## src/hdl/lfg_pkg.sv

```systemverilog
package lfg_pkg;
	// Clock and timing
	localparam int CLK_HZ = 10_000_000;
	localparam int CLK_PER_US = CLK_HZ / 1_000_000;
	localparam int DEBOUNCE_MS = 37;
	localparam int DEBOUNCE_CYC = DEBOUNCE_MS * (CLK_HZ / 1000);
	localparam int PERSIST_MS = 5;
	localparam int PERSIST_CYC = PERSIST_MS * (CLK_HZ / 1000);
	// Ramp time is 2.5 us per ohm, kept in tenths of a microsecond
	localparam int RAMP_TENTH_US_PER_OHM = 25;
	localparam int CYC_PER_OHM = RAMP_TENTH_US_PER_OHM * CLK_PER_US / 10;
	localparam int GROUNDED_RAMP_US = 70;
	localparam int GROUNDED_RAMP_CYC = GROUNDED_RAMP_US * CLK_PER_US;

	// Gamma table shape
	localparam int GAMMA_LEVELS = 63;
	localparam logic [5:0] GAMMA_TOP = 6'h3e;
	localparam logic [9:0] GAMMA_FULL = 10'h3e8;

	// Derating, in percent of set current
	localparam logic [6:0] FULL_PCT = 7'h64;
	localparam logic [6:0] SHORT_PCT = 7'h14;
	localparam int ROLLBACK_PCT_PER_DEG = 3;

	// Register offsets (byte addresses)
	localparam logic [7:0] ADR_FADE_IN = 8'h00;
	localparam logic [7:0] ADR_FADE_OUT = 8'h04;
	localparam logic [7:0] ADR_LEVEL = 8'h08;
	localparam logic [7:0] ADR_CTRL = 8'h0c;
	localparam logic [7:0] ADR_STATUS = 8'h10;

	// Reset values
	localparam logic [19:0] FADE_IN_RST = 20'h1_86a0;
	localparam logic [19:0] FADE_OUT_RST = 20'h1_86a0;
	localparam logic [7:0] LEVEL_RST = 8'h14;
	localparam logic [0:0] CTRL_RST = 1'h0;

	// Field positions
	localparam int CTRL_PWM_INV_BIT = 0;
	localparam int ST_LATCH_BIT = 0;
	localparam int ST_UVLO_BIT = 1;
	localparam int ST_SHORT_BIT = 2;
	localparam int ST_TBLOCK_BIT = 3;
	localparam int ST_BTN_BIT = 4;
	localparam int ST_STATE_LSB = 8;
	localparam int ST_IDX_LSB = 16;

	typedef enum logic [3:0] {
		RAMP_OFF = 4'b0001,
		RAMP_RISE = 4'b0010,
		RAMP_ON = 4'b0100,
		RAMP_FALL = 4'b1000
	} lfg_ramp_e;
endpackage

```

## src/hdl/lfg_gamma_rom.sv

```systemverilog
`timescale 1ns/1ps
`default_nettype none
module lfg_gamma_rom (
	input wire logic clk,
	input wire logic sys_rst,
	input wire logic [5:0] addr,
	output logic [9:0] q
);
	import lfg_pkg::*;

	// Fixed, rising table on a 0..1000 scale
	logic [9:0] table_val;
	always_comb begin
		unique case (addr)
			6'd0: table_val = 10'd0;
			6'd1: table_val = 10'd2;
			6'd2: table_val = 10'd4;
			6'd3: table_val = 10'd6;
			6'd4: table_val = 10'd8;
			6'd5: table_val = 10'd10;
			6'd6: table_val = 10'd12;
			6'd7: table_val = 10'd16;
			6'd8: table_val = 10'd20;
			6'd9: table_val = 10'd24;
			6'd10: table_val = 10'd28;
			6'd11: table_val = 10'd32;
			6'd12: table_val = 10'd36;
			6'd13: table_val = 10'd42;
			6'd14: table_val = 10'd48;
			6'd15: table_val = 10'd54;
			6'd16: table_val = 10'd60;
			6'd17: table_val = 10'd66;
			6'd18: table_val = 10'd72;
			6'd19: table_val = 10'd80;
			6'd20: table_val = 10'd88;
			6'd21: table_val = 10'd96;
			6'd22: table_val = 10'd104;
			6'd23: table_val = 10'd112;
			6'd24: table_val = 10'd120;
			6'd25: table_val = 10'd130;
			6'd26: table_val = 10'd140;
			6'd27: table_val = 10'd150;
			6'd28: table_val = 10'd160;
			6'd29: table_val = 10'd170;
			6'd30: table_val = 10'd180;
			6'd31: table_val = 10'd194;
			6'd32: table_val = 10'd208;
			6'd33: table_val = 10'd222;
			6'd34: table_val = 10'd236;
			6'd35: table_val = 10'd250;
			6'd36: table_val = 10'd264;
			6'd37: table_val = 10'd282;
			6'd38: table_val = 10'd300;
			6'd39: table_val = 10'd318;
			6'd40: table_val = 10'd336;
			6'd41: table_val = 10'd354;
			6'd42: table_val = 10'd372;
			6'd43: table_val = 10'd394;
			6'd44: table_val = 10'd416;
			6'd45: table_val = 10'd438;
			6'd46: table_val = 10'd460;
			6'd47: table_val = 10'd482;
			6'd48: table_val = 10'd504;
			6'd49: table_val = 10'd534;
			6'd50: table_val = 10'd564;
			6'd51: table_val = 10'd594;
			6'd52: table_val = 10'd624;
			6'd53: table_val = 10'd654;
			6'd54: table_val = 10'd684;
			6'd55: table_val = 10'd722;
			6'd56: table_val = 10'd760;
			6'd57: table_val = 10'd798;
			6'd58: table_val = 10'd836;
			6'd59: table_val = 10'd874;
			6'd60: table_val = 10'd914;
			6'd61: table_val = 10'd956;
			6'd62: table_val = GAMMA_FULL;
			// Index 63 never used; clamp to full scale
			default: table_val = GAMMA_FULL;
		endcase
	end

	always_ff @(posedge clk or posedge sys_rst) begin
		if (sys_rst)
			q <= 10'h000;
		else
			q <= table_val;
	end
endmodule
`default_nettype wire

```

## src/hdl/lfg_ctrl.sv

```systemverilog
`timescale 1ns/1ps
`default_nettype none
module lfg_ctrl #(
	parameter int DEBOUNCE_CYCLES = lfg_pkg::DEBOUNCE_CYC,
	parameter int PERSIST_CYCLES = lfg_pkg::PERSIST_CYC
) (
	input wire logic clk,
	input wire logic sys_rst,
	input wire logic wb_cyc_i,
	input wire logic wb_stb_i,
	input wire logic wb_we_i,
	input wire logic [7:0] wb_adr_i,
	input wire logic [3:0] wb_sel_i,
	input wire logic [31:0] wb_dat_i,
	output logic [31:0] wb_dat_o,
	output logic wb_ack_o,
	input wire logic btn_n_pin,
	input wire logic pwm_pin,
	input wire logic vcc_below_lockout,
	input wire logic vcc_below_retain,
	input wire logic vcc_above_recover,
	input wire logic out_short_det,
	input wire logic temp_over_rollback,
	input wire logic temp_over_off,
	input wire logic [7:0] temp_excess_deg,
	output logic src_en,
	output logic [9:0] src_level,
	output logic [6:0] src_derate_pct,
	output logic [7:0] current_level_set
);
	import lfg_pkg::*;

	localparam int NSYNC = 16;

	function automatic logic [31:0] lane_merge(input logic [31:0] old_v, input logic [31:0] new_v,
		input logic [3:0] sel);
		logic [31:0] r;
		r = old_v;
		for (int b = 0; b < 4; b++) begin
			if (sel[b])
				r[8*b +: 8] = new_v[8*b +: 8];
		end
		return r;
	endfunction

	// Pin synchronisers; stage one feeds only stage two
	logic [NSYNC-1:0] pin_raw;
	logic [NSYNC-1:0] sync_a;
	logic [NSYNC-1:0] sync_b;
	assign pin_raw = {temp_excess_deg, temp_over_off, temp_over_rollback,
		out_short_det, vcc_above_recover,
		vcc_below_retain, vcc_below_lockout,
		pwm_pin, btn_n_pin};
	genvar gi;
	generate
		for (gi = 0; gi < NSYNC; gi++) begin : g_sync
			always_ff @(posedge clk or posedge sys_rst) begin
				if (sys_rst) begin
					sync_a[gi] <= (gi == 0);
					sync_b[gi] <= (gi == 0);
				end else begin
					sync_a[gi] <= pin_raw[gi];
					sync_b[gi] <= sync_a[gi];
				end
			end
		end
	endgenerate

	wire btn_s = sync_b[0];
	wire pwm_s = sync_b[1];
	wire below_lock_s = sync_b[2];
	wire below_ret_s = sync_b[3];
	wire above_rec_s = sync_b[4];
	wire short_s = sync_b[5];
	wire over_roll_s = sync_b[6];
	wire over_off_s = sync_b[7];
	wire [7:0] excess_s = sync_b[15:8];

	// Registers
	logic [19:0] fade_in_time_set;
	logic [19:0] fade_out_time_set;
	logic [0:0] ctrl;
	// Toggle latch survives lockout; only retention loss, shutdown or a debounced button press clears it
	logic latch_on;
	logic uvlo;
	logic short_fault;
	logic therm_block;
	logic btn_db;
	logic [18:0] db_cnt;
	logic [16:0] sf_cnt;
	logic [5:0] idx;
	logic [25:0] acc;
	lfg_ramp_e state;
	lfg_ramp_e next_state;
	logic [9:0] rom_q;

	// Wishbone slave: one wait state, ack lasts one cycle
	// Ack masks the request so a held strobe cannot write twice in a row
	wire wb_req = wb_cyc_i && wb_stb_i && !wb_ack_o;
	wire wb_wr = wb_req && wb_we_i;

	wire [31:0] status_word = (32'(latch_on) << ST_LATCH_BIT)
		| (32'(uvlo) << ST_UVLO_BIT)
		| (32'(short_fault) << ST_SHORT_BIT)
		| (32'(therm_block) << ST_TBLOCK_BIT)
		| (32'(btn_db) << ST_BTN_BIT)
		| (32'(state) << ST_STATE_LSB)
		| (32'(idx) << ST_IDX_LSB);
	wire [31:0] rd_data = (wb_adr_i == ADR_FADE_IN) ? {12'h000, fade_in_time_set} :
		(wb_adr_i == ADR_FADE_OUT) ? {12'h000, fade_out_time_set} :
		(wb_adr_i == ADR_LEVEL) ? {24'h00_0000, current_level_set} :
		(wb_adr_i == ADR_CTRL) ? {31'h0000_0000, ctrl} :
		(wb_adr_i == ADR_STATUS) ? status_word : 32'h0000_0000;
	wire [31:0] wr_fin = lane_merge({12'h000, fade_in_time_set}, wb_dat_i, wb_sel_i);
	wire [31:0] wr_fout = lane_merge({12'h000, fade_out_time_set}, wb_dat_i, wb_sel_i);
	wire [31:0] wr_lvl = lane_merge({24'h00_0000, current_level_set}, wb_dat_i, wb_sel_i);
	wire [31:0] wr_ctl = lane_merge({31'h0000_0000, ctrl}, wb_dat_i, wb_sel_i);

	always_ff @(posedge clk or posedge sys_rst) begin
		if (sys_rst) begin
			wb_ack_o <= 1'b0;
			wb_dat_o <= 32'h0000_0000;
		end else begin
			wb_ack_o <= wb_req;
			wb_dat_o <= wb_req ? rd_data : 32'h0000_0000;
		end
	end

	always_ff @(posedge clk or posedge sys_rst) begin
		if (sys_rst) begin
			fade_in_time_set <= FADE_IN_RST;
			fade_out_time_set <= FADE_OUT_RST;
			current_level_set <= LEVEL_RST;
			ctrl <= CTRL_RST;
		end else if (wb_wr) begin
			if (wb_adr_i == ADR_FADE_IN)
				fade_in_time_set <= wr_fin[19:0];
			if (wb_adr_i == ADR_FADE_OUT)
				fade_out_time_set <= wr_fout[19:0];
			if (wb_adr_i == ADR_LEVEL)
				current_level_set <= wr_lvl[7:0];
			if (wb_adr_i == ADR_CTRL)
				ctrl <= wr_ctl[0:0];
		end
	end

	// Button debounce, both edges; never gated by fade settings
	// Release also needs the full time, so bounce on release cannot retoggle
	wire btn_diff = (btn_s != btn_db);
	wire db_done = btn_diff && (db_cnt == 19'(DEBOUNCE_CYCLES - 1));
	wire toggle_req = db_done && btn_db;
	always_ff @(posedge clk or posedge sys_rst) begin
		if (sys_rst) begin
			db_cnt <= 19'h0_0000;
			btn_db <= 1'b1;
		end else begin
			db_cnt <= (btn_diff && !db_done) ? db_cnt + 19'h0_0001 : 19'h0_0000;
			if (db_done)
				btn_db <= btn_s;
		end
	end

	// Short fault qualification
	wire sf_done = short_s && (sf_cnt == 17'(PERSIST_CYCLES - 1));
	always_ff @(posedge clk or posedge sys_rst) begin
		if (sys_rst) begin
			sf_cnt <= 17'h0_0000;
			short_fault <= 1'b0;
		end else begin
			sf_cnt <= (short_s && !sf_done && !short_fault) ? sf_cnt + 17'h0_0001 : 17'h0_0000;
			if (!short_s)
				short_fault <= 1'b0;
			else if (sf_done)
				short_fault <= 1'b1;
		end
	end

	// Supply and thermal state; set terms win over clears for uvlo and therm_block, but latch clears win over the toggle
	always_ff @(posedge clk or posedge sys_rst) begin
		if (sys_rst) begin
			uvlo <= 1'b0;
			therm_block <= 1'b0;
			latch_on <= 1'b0;
		end else begin
			if (below_lock_s || below_ret_s)
				uvlo <= 1'b1;
			else if (above_rec_s)
				uvlo <= 1'b0;
			if (over_off_s)
				therm_block <= 1'b1;
			else if (!over_roll_s)
				therm_block <= 1'b0;
			if (below_ret_s || over_off_s)
				latch_on <= 1'b0;
			else if (toggle_req && (latch_on || !therm_block))
				latch_on <= !latch_on;
		end
	end

	// Step timing: per clock add the step count, step when the duration is reached
	wire rising = (state == RAMP_RISE);
	wire ramping = rising || (state == RAMP_FALL);
	wire [19:0] dir_set = rising ? fade_in_time_set : fade_out_time_set;
	// A zero setting would step every cycle; fall back to the short fixed ramp
	wire [25:0] period = (dir_set == 20'h0_0000) ? 26'(GROUNDED_RAMP_CYC) :
		26'(dir_set) * 26'(CYC_PER_OHM);
	// Remainder is carried, so long ramps do not drift
	wire [25:0] acc_sum = acc + 26'(GAMMA_TOP);
	wire tick = ramping && (acc_sum >= period);
	wire dir_change = (next_state != state);

	always_comb begin
		next_state = state;
		unique case (state)
			RAMP_OFF: if (latch_on) next_state = RAMP_RISE;
			RAMP_RISE: begin
				if (!latch_on)
					next_state = RAMP_FALL;
				else if (idx == GAMMA_TOP)
					next_state = RAMP_ON;
			end
			RAMP_ON: if (!latch_on) next_state = RAMP_FALL;
			RAMP_FALL: begin
				if (latch_on)
					next_state = RAMP_RISE;
				else if (idx == 6'h00)
					next_state = RAMP_OFF;
			end
			default: next_state = RAMP_OFF;
		endcase
	end

	always_ff @(posedge clk or posedge sys_rst) begin
		if (sys_rst) begin
			state <= RAMP_OFF;
			idx <= 6'h00;
			acc <= 26'h000_0000;
		end else if (below_ret_s) begin
			state <= RAMP_OFF;
			idx <= 6'h00;
			acc <= 26'h000_0000;
		end else begin
			state <= next_state;
			acc <= (!ramping || dir_change) ? 26'h000_0000 : tick ? acc_sum - period : acc_sum;
			if (tick && rising && idx != GAMMA_TOP)
				idx <= idx + 6'h01;
			else if (tick && !rising && idx != 6'h00)
				idx <= idx - 6'h01;
		end
	end

	lfg_gamma_rom u_rom (
		.clk(clk),
		.sys_rst(sys_rst),
		.addr(idx),
		.q(rom_q)
	);

	// Outputs
	wire pwm_act = pwm_s ^ ctrl[CTRL_PWM_INV_BIT];
	wire button_path = latch_on || (state != RAMP_OFF);
	wire [9:0] next_level = button_path ? rom_q :
		(pwm_act ? GAMMA_FULL : 10'h000);
	wire [9:0] roll_cut = 10'(excess_s) * 10'(ROLLBACK_PCT_PER_DEG);
	// Derate floors at zero; hotter than that is left to shutdown
	wire [6:0] roll_pct = !over_roll_s ? FULL_PCT :
		(roll_cut >= 10'(FULL_PCT)) ? 7'h00 : FULL_PCT - roll_cut[6:0];
	wire [6:0] next_pct = (short_fault && roll_pct > SHORT_PCT) ? SHORT_PCT : roll_pct;
	// No fade on shutdown or lockout; the source drops at once
	wire next_en = !uvlo && !therm_block && !below_lock_s && !below_ret_s;

	always_ff @(posedge clk or posedge sys_rst) begin
		if (sys_rst) begin
			src_en <= 1'b0;
			src_level <= 10'h000;
			src_derate_pct <= 7'h00;
		end else begin
			src_en <= next_en;
			src_level <= next_en ? next_level : 10'h000;
			src_derate_pct <= next_pct;
		end
	end
endmodule
`default_nettype wire

```

## config.mk

```make
export PLATFORM = sky130hd
export DESIGN_NAME = lfg_ctrl
export DESIGN_NICKNAME = d
export VERILOG_FILES = /design/src/hdl/lfg_pkg.sv /design/src/hdl/lfg_gamma_rom.sv /design/src/hdl/lfg_ctrl.sv
export SDC_FILE = /design/constraint.sdc
export NUM_CORES = 1
export LEC_CHECK = 0
export ABC_AREA = 1
export BUFFER_PORTS_ARGS = -buffer_cell sky130_fd_sc_hd__clkbuf_2
export CAP_MARGIN = 20
export CELL_PAD_IN_SITES_DETAIL_PLACEMENT = 0
export CELL_PAD_IN_SITES_GLOBAL_PLACEMENT = 1
export CORE_ASPECT_RATIO = 1.2
export CORE_MARGIN = 2
export CORE_UTILIZATION = 45
export CTS_CLUSTER_DIAMETER = 30
export DETAILED_ROUTE_END_ITERATION = 6
export PLACE_DENSITY = 0.78
export SLEW_MARGIN = 20
export SYNTH_ARGS = -nofsm -noshare
export SYNTH_HDL_FRONTEND = slang
export SYNTH_SLANG_ARGS = --single-unit
export TNS_END_PERCENT = 20
```

## constraint.sdc

```tcl
create_clock -name clk -period 8.35 [get_ports clk]
set_clock_uncertainty 0.1 [all_clocks]
set_input_delay 1.67 -clock clk [delete_from_list [all_inputs] [get_ports clk]]
set_output_delay 1.67 -clock clk [all_outputs]
set_load 0.01 [all_outputs]
```

# ---- Word level (Yosys, flattened, before mapping)
# Memories as Yosys holds them, arrays and structs flattened. A register that Yosys moved wholly into a read port is not among the register bits.
# Cells that the tools add are included.
dict set report word_totals {
  regBits 209
  rom_bits 576
  out_inout_bits 59
  wordCells 182
  mem_count 1
}
dict set report op_classes {
  addsub 7
  n_mul 2
  order_cmp 3
  n_eq_ne 17
  mux 38
  bitwise 7
  n_reduce_logical 51
}
# memory words width read_ports rd_ports_with_merged_regs write_ports line
set mem_list {}
lappend mem_list {{(no name shown)} 64 9 1 1 0 lfg_gamma_rom.sv:14} ;# unique case (addr)
# operator n
set ops {}
lappend ops {{$mux 22} 6}
lappend ops {{$mux 26} 3}
lappend ops {{$mux 10} 3}
lappend ops {{$mux 4} 7}
lappend ops {{$add 26x6->26 const B} 1}
lappend ops {{$ge 26x25->1} 1}
lappend ops {{$sub 26x25->26} 1}
lappend ops {{$mul 20x5->25 const B} 1}
lappend ops {{$mux 25} 1}
lappend ops {{$reduce_and 3->1} 8}
lappend ops {{$or 12x22->22} 1}
lappend ops {{$mux 7} 3}
lappend ops {{$logic_not 20->1} 1}
lappend ops {{$mux 20} 1}
lappend ops {{$add 19x1->19 const B} 1}
lappend ops {{$eq 19x19->1 const B} 1}
lappend ops {{$logic_and 1x1->1} 19}
lappend ops {{$mux 19} 1}
lappend ops {{$mux 6} 3}
lappend ops {{$add 17x1->17 const B} 1}
lappend ops {{$eq 17x16->1 const B} 1}
lappend ops {{$mux 17} 1}
lappend ops {{$eq 8x4->1 const B} 2}
lappend ops {{$pmux 4 s4} 1}
lappend ops {{other kinds (32)} 56}

# ---- Logic depth before layout (Yosys ltp)
dict set report depth {
  ltp_word 12
  depth_mapped 48
}

# ---- By module
# From an unflattened synthesis, not the netlist that was laid out.
dict set report unflattened {
  cells_unflattened 1956
  hier_area_um2 14641.5
}
# module instances cells_per_inst area_each_um2 seq_area_each_um2
set modules_own_cells {}
lappend modules_own_cells {lfg_ctrl 1 1789 13606.8 5002.3}
lappend modules_own_cells {lfg_gamma_rom 1 167 1034.7 225.2}

# ---- Worst setup path after synthesis
# Ideal clock, no wire load.
dict set report synth_path {
  path_type {register to register}
  startpoint {register state[0]}
  endpoint {register idx[5]}
  setup_ps 117
  arrival_ps 6456
  slack_ps 1677
  stages_incl_launch_ff 45
  path_buffers 2
  synth_period_minus_slack_ps 6673
  cell_sequence {dfstp_2 inv_2 nand3_2 buf_2 clkbuf_1 nand2_1 o21ai_0 inv_1 ha_1 ha_1 inv_1 fa_1 inv_1 ha_1 a21oi_1 o21ai_0 a21oi_1 nand2_1 [9 not listed] nand3_1 nand2_1 nand2_1 nand2_2 nand2_2 nand2_1 ha_1 nand3_1 nand3_1 nand2_1 nand2_1 a21oi_1 xor2_1 inv_1 nand2_1 nand2_1 nand2_1 nand2_1}
}
dict set report synth_via {
  elab_chain_len 10
}
# item line
set synth_rtl {}
lappend synth_rtl {{start, declared} lfg_ctrl.sv:93} ;# lfg_ramp_e state;
lappend synth_rtl {{start signal, assigned} lfg_ctrl.sv:243} ;# state <= next_state;
lappend synth_rtl {{$eq 4x2->1} lfg_ctrl.sv:201} ;# wire rising = (state == RAMP_RISE);
lappend synth_rtl {{$mux 20} lfg_ctrl.sv:203} ;# wire [19:0] dir_set = rising ? fade_in_time_set : fade_out_time_set;
lappend synth_rtl {{$mul 20x5->25 or $logic_not 20->1 (tied branches)} {lfg_ctrl.sv:206, lfg_ctrl.sv:205}}
lappend synth_rtl {{$mux 25} lfg_ctrl.sv:205} ;# wire [25:0] period = (dir_set == 20'h0_0000) ? 26'(GROUNDED_RAMP_CYC) :
lappend synth_rtl {{$ge 26x25->1} lfg_ctrl.sv:209} ;# wire tick = ramping && (acc_sum >= period);
lappend synth_rtl {{$logic_and 1x1->1} lfg_ctrl.sv:209}
lappend synth_rtl {{$logic_and 1x1->1 (2 in series)} lfg_ctrl.sv:245} ;# if (tick && rising && idx != GAMMA_TOP)
lappend synth_rtl {{$mux 6} lfg_ctrl.sv:245}
lappend synth_rtl {{$mux 6} lfg_ctrl.sv:238} ;# end else if (below_ret_s) begin
lappend synth_rtl {{end signal, assigned} lfg_ctrl.sv:246} ;# idx <= idx + 6'h01;
lappend synth_rtl {{end signal, assigned} lfg_ctrl.sv:248} ;# idx <= idx - 6'h01;
lappend synth_rtl {{end, declared} lfg_ctrl.sv:91} ;# logic [5:0] idx;
# Parallel ways exist; a longest one is shown, timed or not.
# A chain may end at the register's enable or synchronous reset.

# ---- Worst setup path in the final report
dict set report layout_path {
  startpoint {register state[2]}
  endpoint {register idx[5]}
}
# The elaborated chain is that of the path after synthesis.

==> flow_metrics.tcl <==
set metrics [dict create \
    start_kind "register" \
    drcViolationCount 0 \
    post-cts-setup-buffers 0 \
    required_ps 8670 \
    std_cell_rows 71 \
    ys_types 59 \
    syn-cell-area_um2 14400 \
    cts_tree "built" \
    final_layout_size_suffix_gt1_share_pct 13.0 \
    synth-async-reset-ratio_pct 100 \
    vias 12567 \
    slowest_delay_ps 530 \
    synth.avg_cell_area_um2 7.59 \
    grt_setup_unrepaired "no" \
    cts_buffers 42 \
    grt_pass1_vias 12210 \
    cts_sinks 207 \
    ff2ff_path_depth 45 \
    path_clk_slew_ps 60 \
    grtUsageTotal_pct 22.4 \
    die_y_um 200 \
    critPathCaptureType "register" \
    max_cap_viol_count 0 \
    maxSlewHeadroom_pct 35.8 \
    grt-ovfl-total 0 \
    ys_ff_latch 207 \
    routabilityCongestion 0.865 \
    finalCritPeriodShare_pct 90.1 \
    arrival_ps 7850 \
    min_path_cells 0 \
    grt_pass1_wl_um 60800 \
    worstHoldPathType "register to register" \
    setup_violations 0 \
    die_area_um2 33400 \
    fin_nets 2212 \
    synth_warnings 0 \
    via_per_inst 5.14 \
    slew_violations 0 \
    power_mw 2.98 \
    slowest_stage "fa_1" \
    drt_iter0_markers 623 \
    power-per-cell-area_nw_per_um2 179 \
    path_class "register to register" \
    clock.fmax_ghz 0.133 \
    wl_per_cell_um 15.1 \
    antenna_found_initial 1 \
    syn2layout_area_growth_pct 16.0 \
    synthFlopType "dfrtp_1" \
    cts_buffer_depth 3 \
    drt_wl_total_um 36900 \
    ctsHoldBuffers 0 \
    final_cell_mix "nand2_1, inv_1, dfrtp_1" \
    postRouteAntennaNets 0 \
    core-area_um2 31400 \
    finalHoldViolCount 0 \
    ir_drop_v 0.000162 \
    cts_resized 0 \
    seq_area_frac_synth_pct 36.2 \
    start_util_pct 45.8 \
    synthCells 1892 \
    die_w_um 167 \
    fillers 3068 \
    crit_top_cell "nand2_1" \
    portBuffers 99 \
    diodes 0 \
    status "completed" \
    fin_tns_setup_ps 0 \
    detailed_place_hpwl_um 28100 \
    worstPathMaxFanout 27 \
    synth_edf_count 0 \
    htree_levels 2 \
    leakage_nw 8.89 \
    io-pin-count 124 \
    clock_latency_ps 540 \
    cts-root-buf "clkbuf_16" \
    detail_route.first_pass.iterations 5 \
    grt_max_degree 134 \
    timing.final.crit_period_ps 7520 \
    tightest_slew_ps 963 \
    layout_commonest_cell "nand2_1" \
]
## critical path: cells and delay by family, from the launching register on
| kind | cells | cell delay (ps) |
|---|---|---|
| XOR/XNOR | 1 | 210 |
| adder cells (fa/ha/maj) | 6 | 2230 |
| buffers and inverters | 8 | 820 |
| flip-flops | 1 | 430 |
| AND/OR/NAND/NOR | 22 | 2300 |
| AO/OA/AOI/OAI | 8 | 1310 |
## layer usage
metal | track usage, % | wire length (µm)
met3 | 3.39 | 1710
met5 | 0 | 0
met2 | 38.2 | 17700
met1 | 29.3 | 16400
met4 | 7.44 | 986
## path summary, 6_finish.rpt
kind | start | endpoint | slack, ps
max in group asynchronous | sys_rst | wb_dat_o[13] | 5340
min in group asynchronous | sys_rst | sf_cnt[1] | 1250
max reg2reg | state[2] | idx[5] | 830
max | state[2] | idx[5] | 830
min reg2reg | sync_a[3] | below_ret_s | 230
min | sync_a[3] | below_ret_s | 230
## synth_stat cells, drive strengths merged (18+ instances only)
library cell	count	share of area, %
nand2	409	11
inv	296	7.8
nor2	198	5.4
dfrtp	189	33
o21ai	159	5.7
ha	120	10
a21oi	118	4.2
nand3	72	2.7
xor2	45	2.7
nor3	39	1.4
buf	24	1.2
nand4	23	1.0
clkbuf	22	0.58
dfstp	18	3.3
or2	18	0.78
## logic make-up after synthesis
logic type / Yosys count / share of synthesized area (%)
simple gates: 792 / 23.9
compound gates: 351 / 13.9
buf+inv: 345 / 9.56
flops: 207 / 36.2
fa+ha+maj: 137 / 12.8
xor+xnor: 59 / 3.60
other cells: 1 / 0.0261
## area by class of cell
type | instances | area [µm²] | share of cell area (%)
Timing Repair Buffer | 110 | 578 | 3.47
Inverter | 299 | 1130 | 6.80
Multi-Input combinational cell | 1350 | 7820 | 46.9
Clock buffer | 53 | 1170 | 7.04
Clock inverter | 23 | 253 | 1.52
Tap cell | 401 | 502 | 3.01
Sequential cell | 207 | 5200 | 31.2
## metrics by stage
step	hold WS (ps)	std cells	cell area [µm²]	util, %	setup slack, ps
global placement	234	2367	15200	48.6	920
global route	250	2443	16700	53.1	96.5
detailed placement	235	2367	15200	48.6	840
CTS	244	2443	16700	53.1	817
floorplan	231	1902	14400	-	957
finish	233	2443	16700	53.1	825
## power by group
part	total (mW)	switching, mW	internal (mW)
logic	0.271	0.180	0.0914
registers	1.05	0.0224	1.03
clock network	1.66	0.584	1.07
## registers in the layout, summed over array words and instances, names as in the netlist, 4 cells and up
signal and flops:
db_cnt 19, state 4, excess_s 8, wb_dat_o 22, src_derate_pct 7, fade_in_time_set 20
sf_cnt 17, acc 26, sync_a 16, src_level 9, current_level_set 8, idx 6
fade_out_time_set 20, u_rom.q 9
No activity file was read; power rests on OpenSTA's default activity.
